$ cat src/common/ext_filter_pkg.sv
package ext_filter_pkg;

   // ----------------------------------------------------------------
   // list geometry
   // ----------------------------------------------------------------
   localparam int MAX_ELEMENTS = 64;
   localparam int ID_W = 29;
   localparam int IDX_W = 6;
   localparam int RAM_AW = 16;
   localparam int WORDS_PER_ELEMENT = 2;

   // ----------------------------------------------------------------
   // element field positions
   // ----------------------------------------------------------------
   localparam int CFG_HI = 31;
   localparam int CFG_LO = 29;
   localparam int TYPE_HI = 31;
   localparam int TYPE_LO = 30;
   localparam int SYNC_BIT = 29;
   localparam int DEST_HI = 10;
   localparam int DEST_LO = 9;
   localparam int OFFS_HI = 5;
   localparam int OFFS_LO = 0;

   // ----------------------------------------------------------------
   // register offsets (byte addresses, word aligned)
   // ----------------------------------------------------------------
   localparam logic [5:0] REG_EXT_FILTER_CONFIG = 6'h00;
   localparam logic [5:0] REG_GLOBAL_AND_MASK = 6'h04;
   localparam logic [5:0] REG_RX_BUF_START = 6'h08;
   localparam logic [5:0] REG_PRIORITY_STATUS = 6'h0c;
   localparam logic [5:0] REG_INTERRUPT_FLAG = 6'h10;
   localparam logic [5:0] REG_RESULT = 6'h14;
   localparam logic [5:0] REG_IRQ_ENABLE = 6'h18;

   // ----------------------------------------------------------------
   // reset values
   // ----------------------------------------------------------------
   localparam logic [28:0] RST_AND_MASK = 29'h1fffffff;
   localparam logic [31:0] RST_ZERO = 32'h00000000;

   // ----------------------------------------------------------------
   // encodings
   // ----------------------------------------------------------------
   typedef enum logic [2:0] {
      CFG_DISABLE = 3'b000,
      CFG_FIFO0 = 3'b001,
      CFG_FIFO1 = 3'b010,
      CFG_REJECT = 3'b011,
      CFG_PRIO = 3'b100,
      CFG_PRIO_FIFO0 = 3'b101,
      CFG_PRIO_FIFO1 = 3'b110,
      CFG_RXBUF = 3'b111
   } element_config_code_t;

   typedef enum logic [1:0] {
      FT_RANGE = 2'b00,
      FT_DUAL = 2'b01,
      FT_CLASSIC = 2'b10,
      FT_RANGE_NOMASK = 2'b11
   } filter_type_t;

   // outcome of one filter run
   typedef enum logic [2:0] {
      OUT_NONE = 3'b000,
      OUT_FIFO0 = 3'b001,
      OUT_FIFO1 = 3'b010,
      OUT_REJECT = 3'b011,
      OUT_PRIO_ONLY = 3'b100,
      OUT_RXBUF = 3'b101,
      OUT_DEBUG = 3'b110
   } outcome_t;

   typedef enum logic [2:0] {
      ST_IDLE = 3'b000,
      ST_RD0 = 3'b001,
      ST_RD1 = 3'b010,
      ST_EVAL = 3'b011,
      ST_DONE = 3'b100
   } walk_state_t;

   // ----------------------------------------------------------------
   // carriers
   // ----------------------------------------------------------------
   typedef struct packed {
      element_config_code_t cfg;
      logic [28:0] firstFilterId;
      filter_type_t filterType;
      logic syncMessageBit;
      logic [28:0] secondFilterId;
   } element_t;

   typedef struct packed {
      logic hit;
      outcome_t outcome;
      logic prio;
   } match_t;

   typedef struct packed {
      logic valid;
      outcome_t outcome;
      logic prio;
      logic [5:0] index;
      logic [15:0] bufAddr;
   } result_t;

endpackage : ext_filter_pkg

$ cat src/core/ext_filter_match.sv
`timescale 1ns/1ps
module ext_filter_match
   import ext_filter_pkg::*;
(
   // element and frame
   input wire element_t element,
   input wire logic [28:0] rxId,
   input wire logic [28:0] globalExtAndMask,
   // decision
   output match_t match
);

   // ----------------------------------------------------------------
   // comparison helpers
   // ----------------------------------------------------------------
   function automatic logic inRange(input logic [28:0] id, input logic [28:0] lo,
                                    input logic [28:0] hi);
      inRange = (id >= lo) && (id <= hi);
   endfunction : inRange

   logic [28:0] maskedId;
   logic idHit;

   always_comb begin
      maskedId = (element.filterType == FT_RANGE_NOMASK) ? rxId :
                 (rxId & globalExtAndMask);
      idHit = 1'b0;
      if (element.cfg == CFG_RXBUF) begin
         idHit = (rxId & globalExtAndMask) == element.firstFilterId;
      end else begin
         case (element.filterType)
            FT_RANGE: idHit = inRange(maskedId, element.firstFilterId,
                                      element.secondFilterId);
            FT_DUAL: idHit = (maskedId == element.firstFilterId) ||
                             (maskedId == element.secondFilterId);
            FT_CLASSIC: idHit = ((maskedId ^ element.firstFilterId) &
                                 element.secondFilterId) == 29'h0000000;
            FT_RANGE_NOMASK: idHit = inRange(maskedId, element.firstFilterId,
                                             element.secondFilterId);
            default: idHit = 1'b0;
         endcase
      end
      match.hit = idHit && (element.cfg != CFG_DISABLE);
      match.prio = 1'b0;
      match.outcome = OUT_NONE;
      case (element.cfg)
         CFG_FIFO0: match.outcome = OUT_FIFO0;
         CFG_FIFO1: match.outcome = OUT_FIFO1;
         CFG_REJECT: match.outcome = OUT_REJECT;
         CFG_PRIO: begin
            match.outcome = OUT_PRIO_ONLY;
            match.prio = 1'b1;
         end
         CFG_PRIO_FIFO0: begin
            match.outcome = OUT_FIFO0;
            match.prio = 1'b1;
         end
         CFG_PRIO_FIFO1: begin
            match.outcome = OUT_FIFO1;
            match.prio = 1'b1;
         end
         CFG_RXBUF: begin
            match.outcome = (element.secondFilterId[DEST_HI:DEST_LO] == 2'b00) ?
                            OUT_RXBUF : OUT_DEBUG;
         end
         default: match.outcome = OUT_NONE;
      endcase
   end

endmodule : ext_filter_match

$ cat src/core/ext_id_filter.sv
// Implementation choices: the Avalon-MM slave port and the register addresses.
`timescale 1ns/1ps
// Functional notes
// up to 64 extended elements, each matching 29-bit identifiers
// element n sits at list start plus two times n words
// walk enabled elements in order; stop at first match or list end
// priority configs on match set priority flag and update priority status
// 000 disabled, 001 FIFO0, 010 FIFO1, 011 reject
// 100 priority only, 101 priority plus FIFO0, 110 priority plus FIFO1
// 111 goes to dedicated Rx buffer or debug, filter type ignored
// word0 bits 31:29 config code, bits 28:0 first identifier
// type 00 inclusive range between first and second identifiers
// type 01 accepts identifier equal to either identifier
// type 10 first identifier is value, second is mask
// type 11 inclusive range without global AND mask
// sync bit 29 of word1 carries no meaning
// configs 001 to 110 use word1 identifier as second identifier
// Rx buffer filtering compares against first identifier exactly
// 111 uses second id bits 10:9 to pick buffer or debug A/B/C
// 111 adds second id bits 5:0 to Rx buffer start address
// debug message handling not implemented, only dedicated buffer
// classic type matches where masked bits are all equal
// types other than 11 apply global AND mask first
module ext_id_filter
   import ext_filter_pkg::*;
#(
   parameter int LIST_MAX = MAX_ELEMENTS
)(
   // clock and reset
   input wire logic clk,
   input wire logic reset_n,
   // avalon-mm slave
   input wire logic [5:0] avsAddress,
   input wire logic avsRead,
   input wire logic avsWrite,
   input wire logic [31:0] avsWriteData,
   input wire logic [3:0] avsByteEnable,
   output logic [31:0] avsReadData,
   output logic avsWaitRequest,
   // frame request
   input wire logic frameValid,
   input wire logic [28:0] frameId,
   output logic frameBusy,
   // message ram read port
   output logic ramRead,
   output logic [15:0] ramAddr,
   input wire logic ramReadValid,
   input wire logic [31:0] ramReadData,
   // filter result
   output logic resultValid,
   output logic [2:0] resultOutcome,
   output logic resultPrio,
   output logic [5:0] resultIndex,
   output logic [15:0] resultBufAddr,
   output logic highPriorityFlag
);

   // ----------------------------------------------------------------
   // state
   // ----------------------------------------------------------------
   typedef struct packed {
      walk_state_t st;
      logic [28:0] rxId;
      logic [6:0] idx;
      element_t element;
      logic [15:0] extListStartAddr;
      logic [6:0] listSize;
      logic [28:0] globalExtAndMask;
      logic [15:0] rxBufferStartAddr;
      logic [15:0] priorityStatus;
      logic hpFlag;
      logic hpIrqEnable;
      result_t result;
      logic resultPulse;
      logic ramRead;
      logic [15:0] ramAddr;
      logic [31:0] readData;
      logic ack;
   } state_t;

   state_t s_r;
   state_t s_nxt;
   match_t match;

   function automatic logic [31:0] mergeBytes(input logic [31:0] old,
                                              input logic [31:0] wd,
                                              input logic [3:0] be);
      logic [31:0] m;
      m = old;
      for (int b = 0; b < 4; b++) begin
         if (be[b]) begin
            m[b*8 +: 8] = wd[b*8 +: 8];
         end
      end
      mergeBytes = m;
   endfunction : mergeBytes

   // ----------------------------------------------------------------
   // element matcher
   // ----------------------------------------------------------------
   ext_filter_match u_match (
      .element(s_r.element),
      .rxId(s_r.rxId),
      .globalExtAndMask(s_r.globalExtAndMask),
      .match(match)
   );

   // ----------------------------------------------------------------
   // next state
   // ----------------------------------------------------------------
   always_comb begin
      logic [31:0] cfgWord;
      logic [31:0] w;
      logic [6:0] lim;
      logic hpClear;
      cfgWord = {9'h000, s_r.listSize, s_r.extListStartAddr};
      w = 32'h00000000;
      lim = 7'h00;
      hpClear = 1'b0;
      s_nxt = s_r;
      s_nxt.resultPulse = 1'b0;
      s_nxt.ramRead = 1'b0;
      s_nxt.ack = 1'b0;
      s_nxt.readData = 32'h00000000;
      lim = (s_r.listSize > LIST_MAX[6:0]) ? LIST_MAX[6:0] : s_r.listSize;

      // register access: one wait cycle; a write lands with the answer
      if ((avsRead && !s_r.ack) || avsWrite) begin
         s_nxt.ack = !s_r.ack;
         if (avsRead) begin
            case (avsAddress)
               REG_EXT_FILTER_CONFIG: s_nxt.readData = cfgWord;
               REG_GLOBAL_AND_MASK: s_nxt.readData = {3'h0, s_r.globalExtAndMask};
               REG_RX_BUF_START: s_nxt.readData = {16'h0000, s_r.rxBufferStartAddr};
               REG_PRIORITY_STATUS: s_nxt.readData = {16'h0000, s_r.priorityStatus};
               REG_INTERRUPT_FLAG: s_nxt.readData = {31'h00000000, s_r.hpFlag};
               REG_RESULT: s_nxt.readData = {s_r.result.valid, 5'h00, s_r.result.bufAddr,
                                             s_r.result.index, s_r.result.prio,
                                             s_r.result.outcome};
               REG_IRQ_ENABLE: s_nxt.readData = {31'h00000000, s_r.hpIrqEnable};
               default: s_nxt.readData = 32'h00000000;
            endcase
         end else if (s_r.ack) begin
            case (avsAddress)
               REG_EXT_FILTER_CONFIG: begin
                  w = mergeBytes(cfgWord, avsWriteData, avsByteEnable);
                  s_nxt.extListStartAddr = w[15:0];
                  s_nxt.listSize = w[22:16];
               end
               REG_GLOBAL_AND_MASK: begin
                  w = mergeBytes({3'h0, s_r.globalExtAndMask}, avsWriteData, avsByteEnable);
                  s_nxt.globalExtAndMask = w[28:0];
               end
               REG_RX_BUF_START: begin
                  w = mergeBytes({16'h0000, s_r.rxBufferStartAddr}, avsWriteData,
                                 avsByteEnable);
                  s_nxt.rxBufferStartAddr = w[15:0];
               end
               REG_INTERRUPT_FLAG: hpClear = avsByteEnable[0] && avsWriteData[0];
               REG_IRQ_ENABLE: begin
                  if (avsByteEnable[0]) begin
                     s_nxt.hpIrqEnable = avsWriteData[0];
                  end
               end
               default: w = 32'h00000000;
            endcase
         end
      end
      if (hpClear) begin
         s_nxt.hpFlag = 1'b0;
      end

      // filter walk
      case (s_r.st)
         ST_IDLE: begin
            if (frameValid) begin
               s_nxt.rxId = frameId;
               s_nxt.idx = 7'h00;
               s_nxt.st = (lim == 7'h00) ? ST_DONE : ST_RD0;
               s_nxt.ramRead = (lim != 7'h00);
               s_nxt.ramAddr = s_r.extListStartAddr;
               s_nxt.result = '0;
            end
         end
         ST_RD0: begin
            s_nxt.ramRead = !ramReadValid;
            if (ramReadValid) begin
               s_nxt.element.cfg = element_config_code_t'(ramReadData[CFG_HI:CFG_LO]);
               s_nxt.element.firstFilterId = ramReadData[28:0];
               if (ramReadData[CFG_HI:CFG_LO] == CFG_DISABLE) begin
                  // disabled element: skip the second word
                  if (s_r.idx + 7'h01 >= lim) begin
                     s_nxt.st = ST_DONE;
                  end else begin
                     s_nxt.idx = s_r.idx + 7'h01;
                     s_nxt.ramAddr = s_r.ramAddr + 16'h0002;
                     s_nxt.ramRead = 1'b1;
                  end
               end else begin
                  s_nxt.st = ST_RD1;
                  s_nxt.ramAddr = s_r.ramAddr + 16'h0001;
                  s_nxt.ramRead = 1'b1;
               end
            end
         end
         ST_RD1: begin
            s_nxt.ramRead = !ramReadValid;
            if (ramReadValid) begin
               s_nxt.element.filterType = filter_type_t'(ramReadData[TYPE_HI:TYPE_LO]);
               s_nxt.element.syncMessageBit = 1'b0;
               s_nxt.element.secondFilterId = ramReadData[28:0];
               s_nxt.st = ST_EVAL;
            end
         end
         ST_EVAL: begin
            if (match.hit) begin
               s_nxt.result.valid = 1'b1;
               s_nxt.result.outcome = match.outcome;
               s_nxt.result.prio = match.prio;
               s_nxt.result.index = s_r.idx[5:0];
               s_nxt.result.bufAddr = (match.outcome == OUT_RXBUF) ?
                  s_r.rxBufferStartAddr +
                  {10'h000, s_r.element.secondFilterId[OFFS_HI:OFFS_LO]} :
                  16'h0000;
               if (match.prio) begin
                  s_nxt.hpFlag = 1'b1;
                  s_nxt.priorityStatus = {8'h00, 1'b1, s_r.idx};
               end
               s_nxt.st = ST_DONE;
            end else if (s_r.idx + 7'h01 >= lim) begin
               s_nxt.st = ST_DONE;
            end else begin
               s_nxt.idx = s_r.idx + 7'h01;
               s_nxt.ramAddr = s_r.ramAddr + 16'h0001;
               s_nxt.ramRead = 1'b1;
               s_nxt.st = ST_RD0;
            end
         end
         ST_DONE: begin
            s_nxt.resultPulse = 1'b1;
            s_nxt.st = ST_IDLE;
         end
         default: s_nxt.st = ST_IDLE;
      endcase
   end

   // ----------------------------------------------------------------
   // registers
   // ----------------------------------------------------------------
   always_ff @(posedge clk or negedge reset_n) begin
      if (!reset_n) begin
         s_r <= '0;
         s_r.globalExtAndMask <= RST_AND_MASK;
      end else begin
         s_r <= s_nxt;
      end
   end

   // ----------------------------------------------------------------
   // outputs
   // ----------------------------------------------------------------
   assign avsReadData = s_r.readData;
   assign avsWaitRequest = !s_r.ack;
   assign frameBusy = (s_r.st != ST_IDLE);
   assign ramRead = s_r.ramRead;
   assign ramAddr = s_r.ramAddr;
   assign resultValid = s_r.resultPulse;
   assign resultOutcome = s_r.result.outcome;
   assign resultPrio = s_r.result.prio;
   assign resultIndex = s_r.result.index;
   assign resultBufAddr = s_r.result.bufAddr;
   assign highPriorityFlag = s_r.hpFlag && s_r.hpIrqEnable;

endmodule : ext_id_filter

$ cat config.mk
export PLATFORM = sky130hd
export DESIGN_NAME = ext_id_filter
export DESIGN_NICKNAME = d
export VERILOG_FILES = /design/src/common/ext_filter_pkg.sv /design/src/core/ext_filter_match.sv /design/src/core/ext_id_filter.sv
export SDC_FILE = /design/constraint.sdc
export NUM_CORES = 1
export LEC_CHECK = 0
export ABC_CLOCK_PERIOD_IN_PS = 7500
export BUFFER_PORTS_ARGS = -buffer_cell sky130_fd_sc_hd__buf_2
export CORE_ASPECT_RATIO = 1.25
export CORE_MARGIN = 8
export CORE_UTILIZATION = 50
export CTS_CLUSTER_DIAMETER = 60
export DETAILED_ROUTE_END_ITERATION = 8
export PLACE_DENSITY = 0.71
export SETUP_SLACK_MARGIN = 0.2
export SLEW_MARGIN = 5
export SYNTH_ARGS = -nofsm -noshare
export SYNTH_HDL_FRONTEND = slang
export SYNTH_SLANG_ARGS = --single-unit
$ cat constraint.sdc
create_clock -name clk -period 7.5 [get_ports clk]
set_clock_uncertainty 0.1 [all_clocks]
set_input_delay 0.75 -clock clk [delete_from_list [all_inputs] [get_ports clk]]
set_output_delay 0.75 -clock clk [all_outputs]
set_load 0.05 [all_outputs]
==> impl_metrics.env <==
export IMPL_cp_startpoint="s_r[194]"
export IMPL_p_leak_nw=7.73
export IMPL_first_global_vias=11800
export IMPL_grt_max_degree=145
export IMPL_path_max_fanout=27
export IMPL_synthXorXnorAreaFrac_pct=3.25
export IMPL_io_pins=188
export IMPL_synth_warnings=0
export IMPL_fin_nets=1797
export IMPL_drt_pass1_iterations=7
export IMPL_worstMarginPinSlew_ns=0.969
export IMPL_hold_viol=0
export IMPL_routedWlPerCell_um=22.0
export IMPL_synthesis_area_sq_mm=0.0145
export IMPL_ys_ff_latch=256
export IMPL_holdWs_ns=0.127
export IMPL_cp_endpoint="ramAddr[5]"
export IMPL_cp_start_kind="register"
export IMPL_ctsResizeCount=0
export IMPL_dp_hpwl_um=33300
export IMPL_overflow=0
export IMPL_cts_sinks=256
export IMPL_synth_top_family_by_area="compound AO/OA/AOI/OAI gates"
export IMPL_insertion_delay_ns=0.57
export IMPL_holdBufCountCts=0
export IMPL_core_area_sq_mm=0.0290
export IMPL_layout_common_cells="nand2_1, dfrtp_1, buf_2, o21ai_0, ha_1"
export IMPL_htree_levels=1
export IMPL_detailroute_wirelength_met2_um=22800
export IMPL_drive_gt1_share_pct=23.1
export IMPL_tritoncts="done"
export IMPL_rsz0062_at_grt="false"
export IMPL_cts_root_buf="clkbuf_16"
export IMPL_synth_compound_area_share_pct=16.5
export IMPL_mostFrequentLayoutCell="nand2_1"
export IMPL_drt_met1_wl_um=17400
export IMPL_grt_pass1_wl_um=68500
export IMPL_die_height_um=207
export IMPL_fin_crit_sh_pct=65.2
export IMPL_synthMuxAreaShare_pct=6.09
export IMPL_tns_ns=0
export IMPL_reg2reg_slack_ns=2.61
export IMPL_drt_total_wl_um=44400
export IMPL_arrival_ns=5.23
export IMPL_max_freq_mhz=205
export IMPL_cts_setup_buffers=0
export IMPL_dieArea_sq_mm=0.0348
export IMPL_powerDensity_mw_per_mm2=330
export IMPL_port_buffers=182
export IMPL_area_growth_pct=11.9
export IMPL_hold_class="in2async"
export IMPL_grt_total_usage_pct=25.3
export IMPL_rows=70
export IMPL_max_cap_violations=0
export IMPL_finalSetupViolCount=0
export IMPL_vdd_ir_drop_max_uv=242
export IMPL_finalInstanceArea_sq_mm=0.0163
export IMPL_slew_headroom_pct=35.4
export IMPL_n_antenna_cell=0
export IMPL_synth_simple_gate_area_share_pct=14.8
export IMPL_outcome="finished clean"
export IMPL_routed_top_layer="met4"
export IMPL_path_class="reg2reg"
export IMPL_synth_seq_area_share_pct=44.3
export IMPL_async_flop_share_pct=100
export IMPL_cp_data_required_time_ns=7.84
export IMPL_wl_met3_um=2840
export IMPL_fin_util_pct=56.1
export IMPL_syn_inst=1513
export IMPL_clockBufferDepth=3
export IMPL_synth_ff_type="dfrtp_1"
export IMPL_worstReg2RegEnd="ramAddr[5]"
export IMPL_antenna_found_initial=1
export IMPL_rr_startpoint="s_r[194]"
export IMPL_avgViaCountPerCell=5.84
export IMPL_die_w_um=169
export IMPL_synth_edf_count=0
export IMPL_initial_core_util_pct=50.2
export IMPL_synthAdderAreaFrac_pct=7.54
export IMPL_dr_total_vias=11800
export IMPL_netlist_cell_type_count=78
export IMPL_cp_end_kind="register"
export IMPL_reg2reg_depth=14
export IMPL_postRouteAntennaNets=0
export IMPL_cts_buffers=28
export IMPL_place_congestion=0.919
export IMPL_fin_crit_ns=4.89
export IMPL_slew_violations=0
export IMPL_syn_avg_cell_area_sq_um=9.61
export IMPL_path_clk_slew_ns=0.06
export IMPL_postPlaceCellArea_sq_mm=0.0153
export IMPL_drc_errors=0
export IMPL_drtIter0Drc=1135
export IMPL_total_power_mw=5.37
through the flow:
| stage | worst slack [ns] | cells |
|---|---|---|
| 6_report | 2.61 | 2017 |
| 5_1_grt | 2.30 | 2017 |
| 4_1_cts | 2.65 | 2017 |
| 3_5_place_dp | 2.65 | 1967 |
| 3_3_place_gp | 2.74 | 1967 |
| 2_1_floorplan | 3.76 | 1514 |
cells by family after synthesis:
logic type | count (synthesis)
simple gates | 473
flops | 256
fa+ha+maj | 87
xor+xnor | 54
buf+inv | 214
mux | 79
other cells | 1
compound gates | 349
state kept, by name, summed over array words and instances (netlist names):
signal         cells
resultValid        1
resultPrio         1
resultBufAddr     16
resultIndex        6
resultOutcome      3
ramAddr           16
s_r              182
avsReadData       30
ramRead            1
Yosys cell counts, drive strengths merged (4+ instances only):
library cell  number  area share, %
o2111ai            5           0.30
a211oi             5           0.41
dfstp             29            5.2
nor2b              7           0.30
o2bb2ai           16           0.96
nand3             37            1.3
nor2              51            1.4
buf               86            4.2
and3              25            1.1
nand2            268            6.9
a31oi              4           0.17
o21a              30            1.6
nand4             17           0.73
nand2b            18           0.77
dfrtp            227             39
a21oi             73            2.7
or3                8           0.38
o21ai            106            3.7
o41ai              4           0.42
inv               76            2.0
and2               5           0.22
xor2              11           0.66
a21o              10           0.52
clkbuf            52            1.3
nor3              15           0.55
o31ai              7           0.36
a22o               7           0.43
mux2              76            5.9
a222oi            23            1.6
a22oi             13           0.67
o22ai             14           0.60
ha                86            7.4
nor4              10           0.53
xnor2             43            2.6
final cells by class:
type                    count  area (sq um)
clock inverters             9           141
multi-input cells        1044          7050
clock buffers              41           830
inverters                  76           285
fillers                  2629         12700
well taps                 396           495
flip-flops and latches    256          6440
repair buffers            195          1030
worst min-delay path by stage:
stage,end,cells past startpoint
after floorplan,s_r[0],1
after global placement,s_r[0],1
after detailed placement,s_r[0],1
after CTS,resultBufAddr[15],1
after global routing,s_r[146],1
final,resultBufAddr[15],1
worst max-delay path, stage by stage (launching register included):
cell and delay [ns]:
dfrtp_1 0.40, ha_1 0.41, buf_4 0.31, o21a_1 0.23, ha_1 0.32, and4_1 0.24, nand4_1 0.19, nor3_1 0.36
o31a_1 0.21, o21ai_1 0.06, a22o_2 0.31, a21oi_4 0.20, o21ba_1 0.80, o21ai_0 0.32, o22a_1 0.28
power by group:
| part | total (mW) | switching [mW] | internal [mW] |
|---|---|---|---|
| combinational | 1.95 | 1.27 | 0.687 |
| sequential | 1.97 | 0.285 | 1.69 |
| clock | 1.45 | 0.578 | 0.868 |
| total | 5.37 | 2.13 | 3.24 |
metal layers:
metal  vias up  GRT usage (%)
li1       5421              -
met1      5837           30.3
met2       439           45.8
met3        76           3.82
met4         0           8.50
met5         -              0
Power figures use the tool's default switching activity.
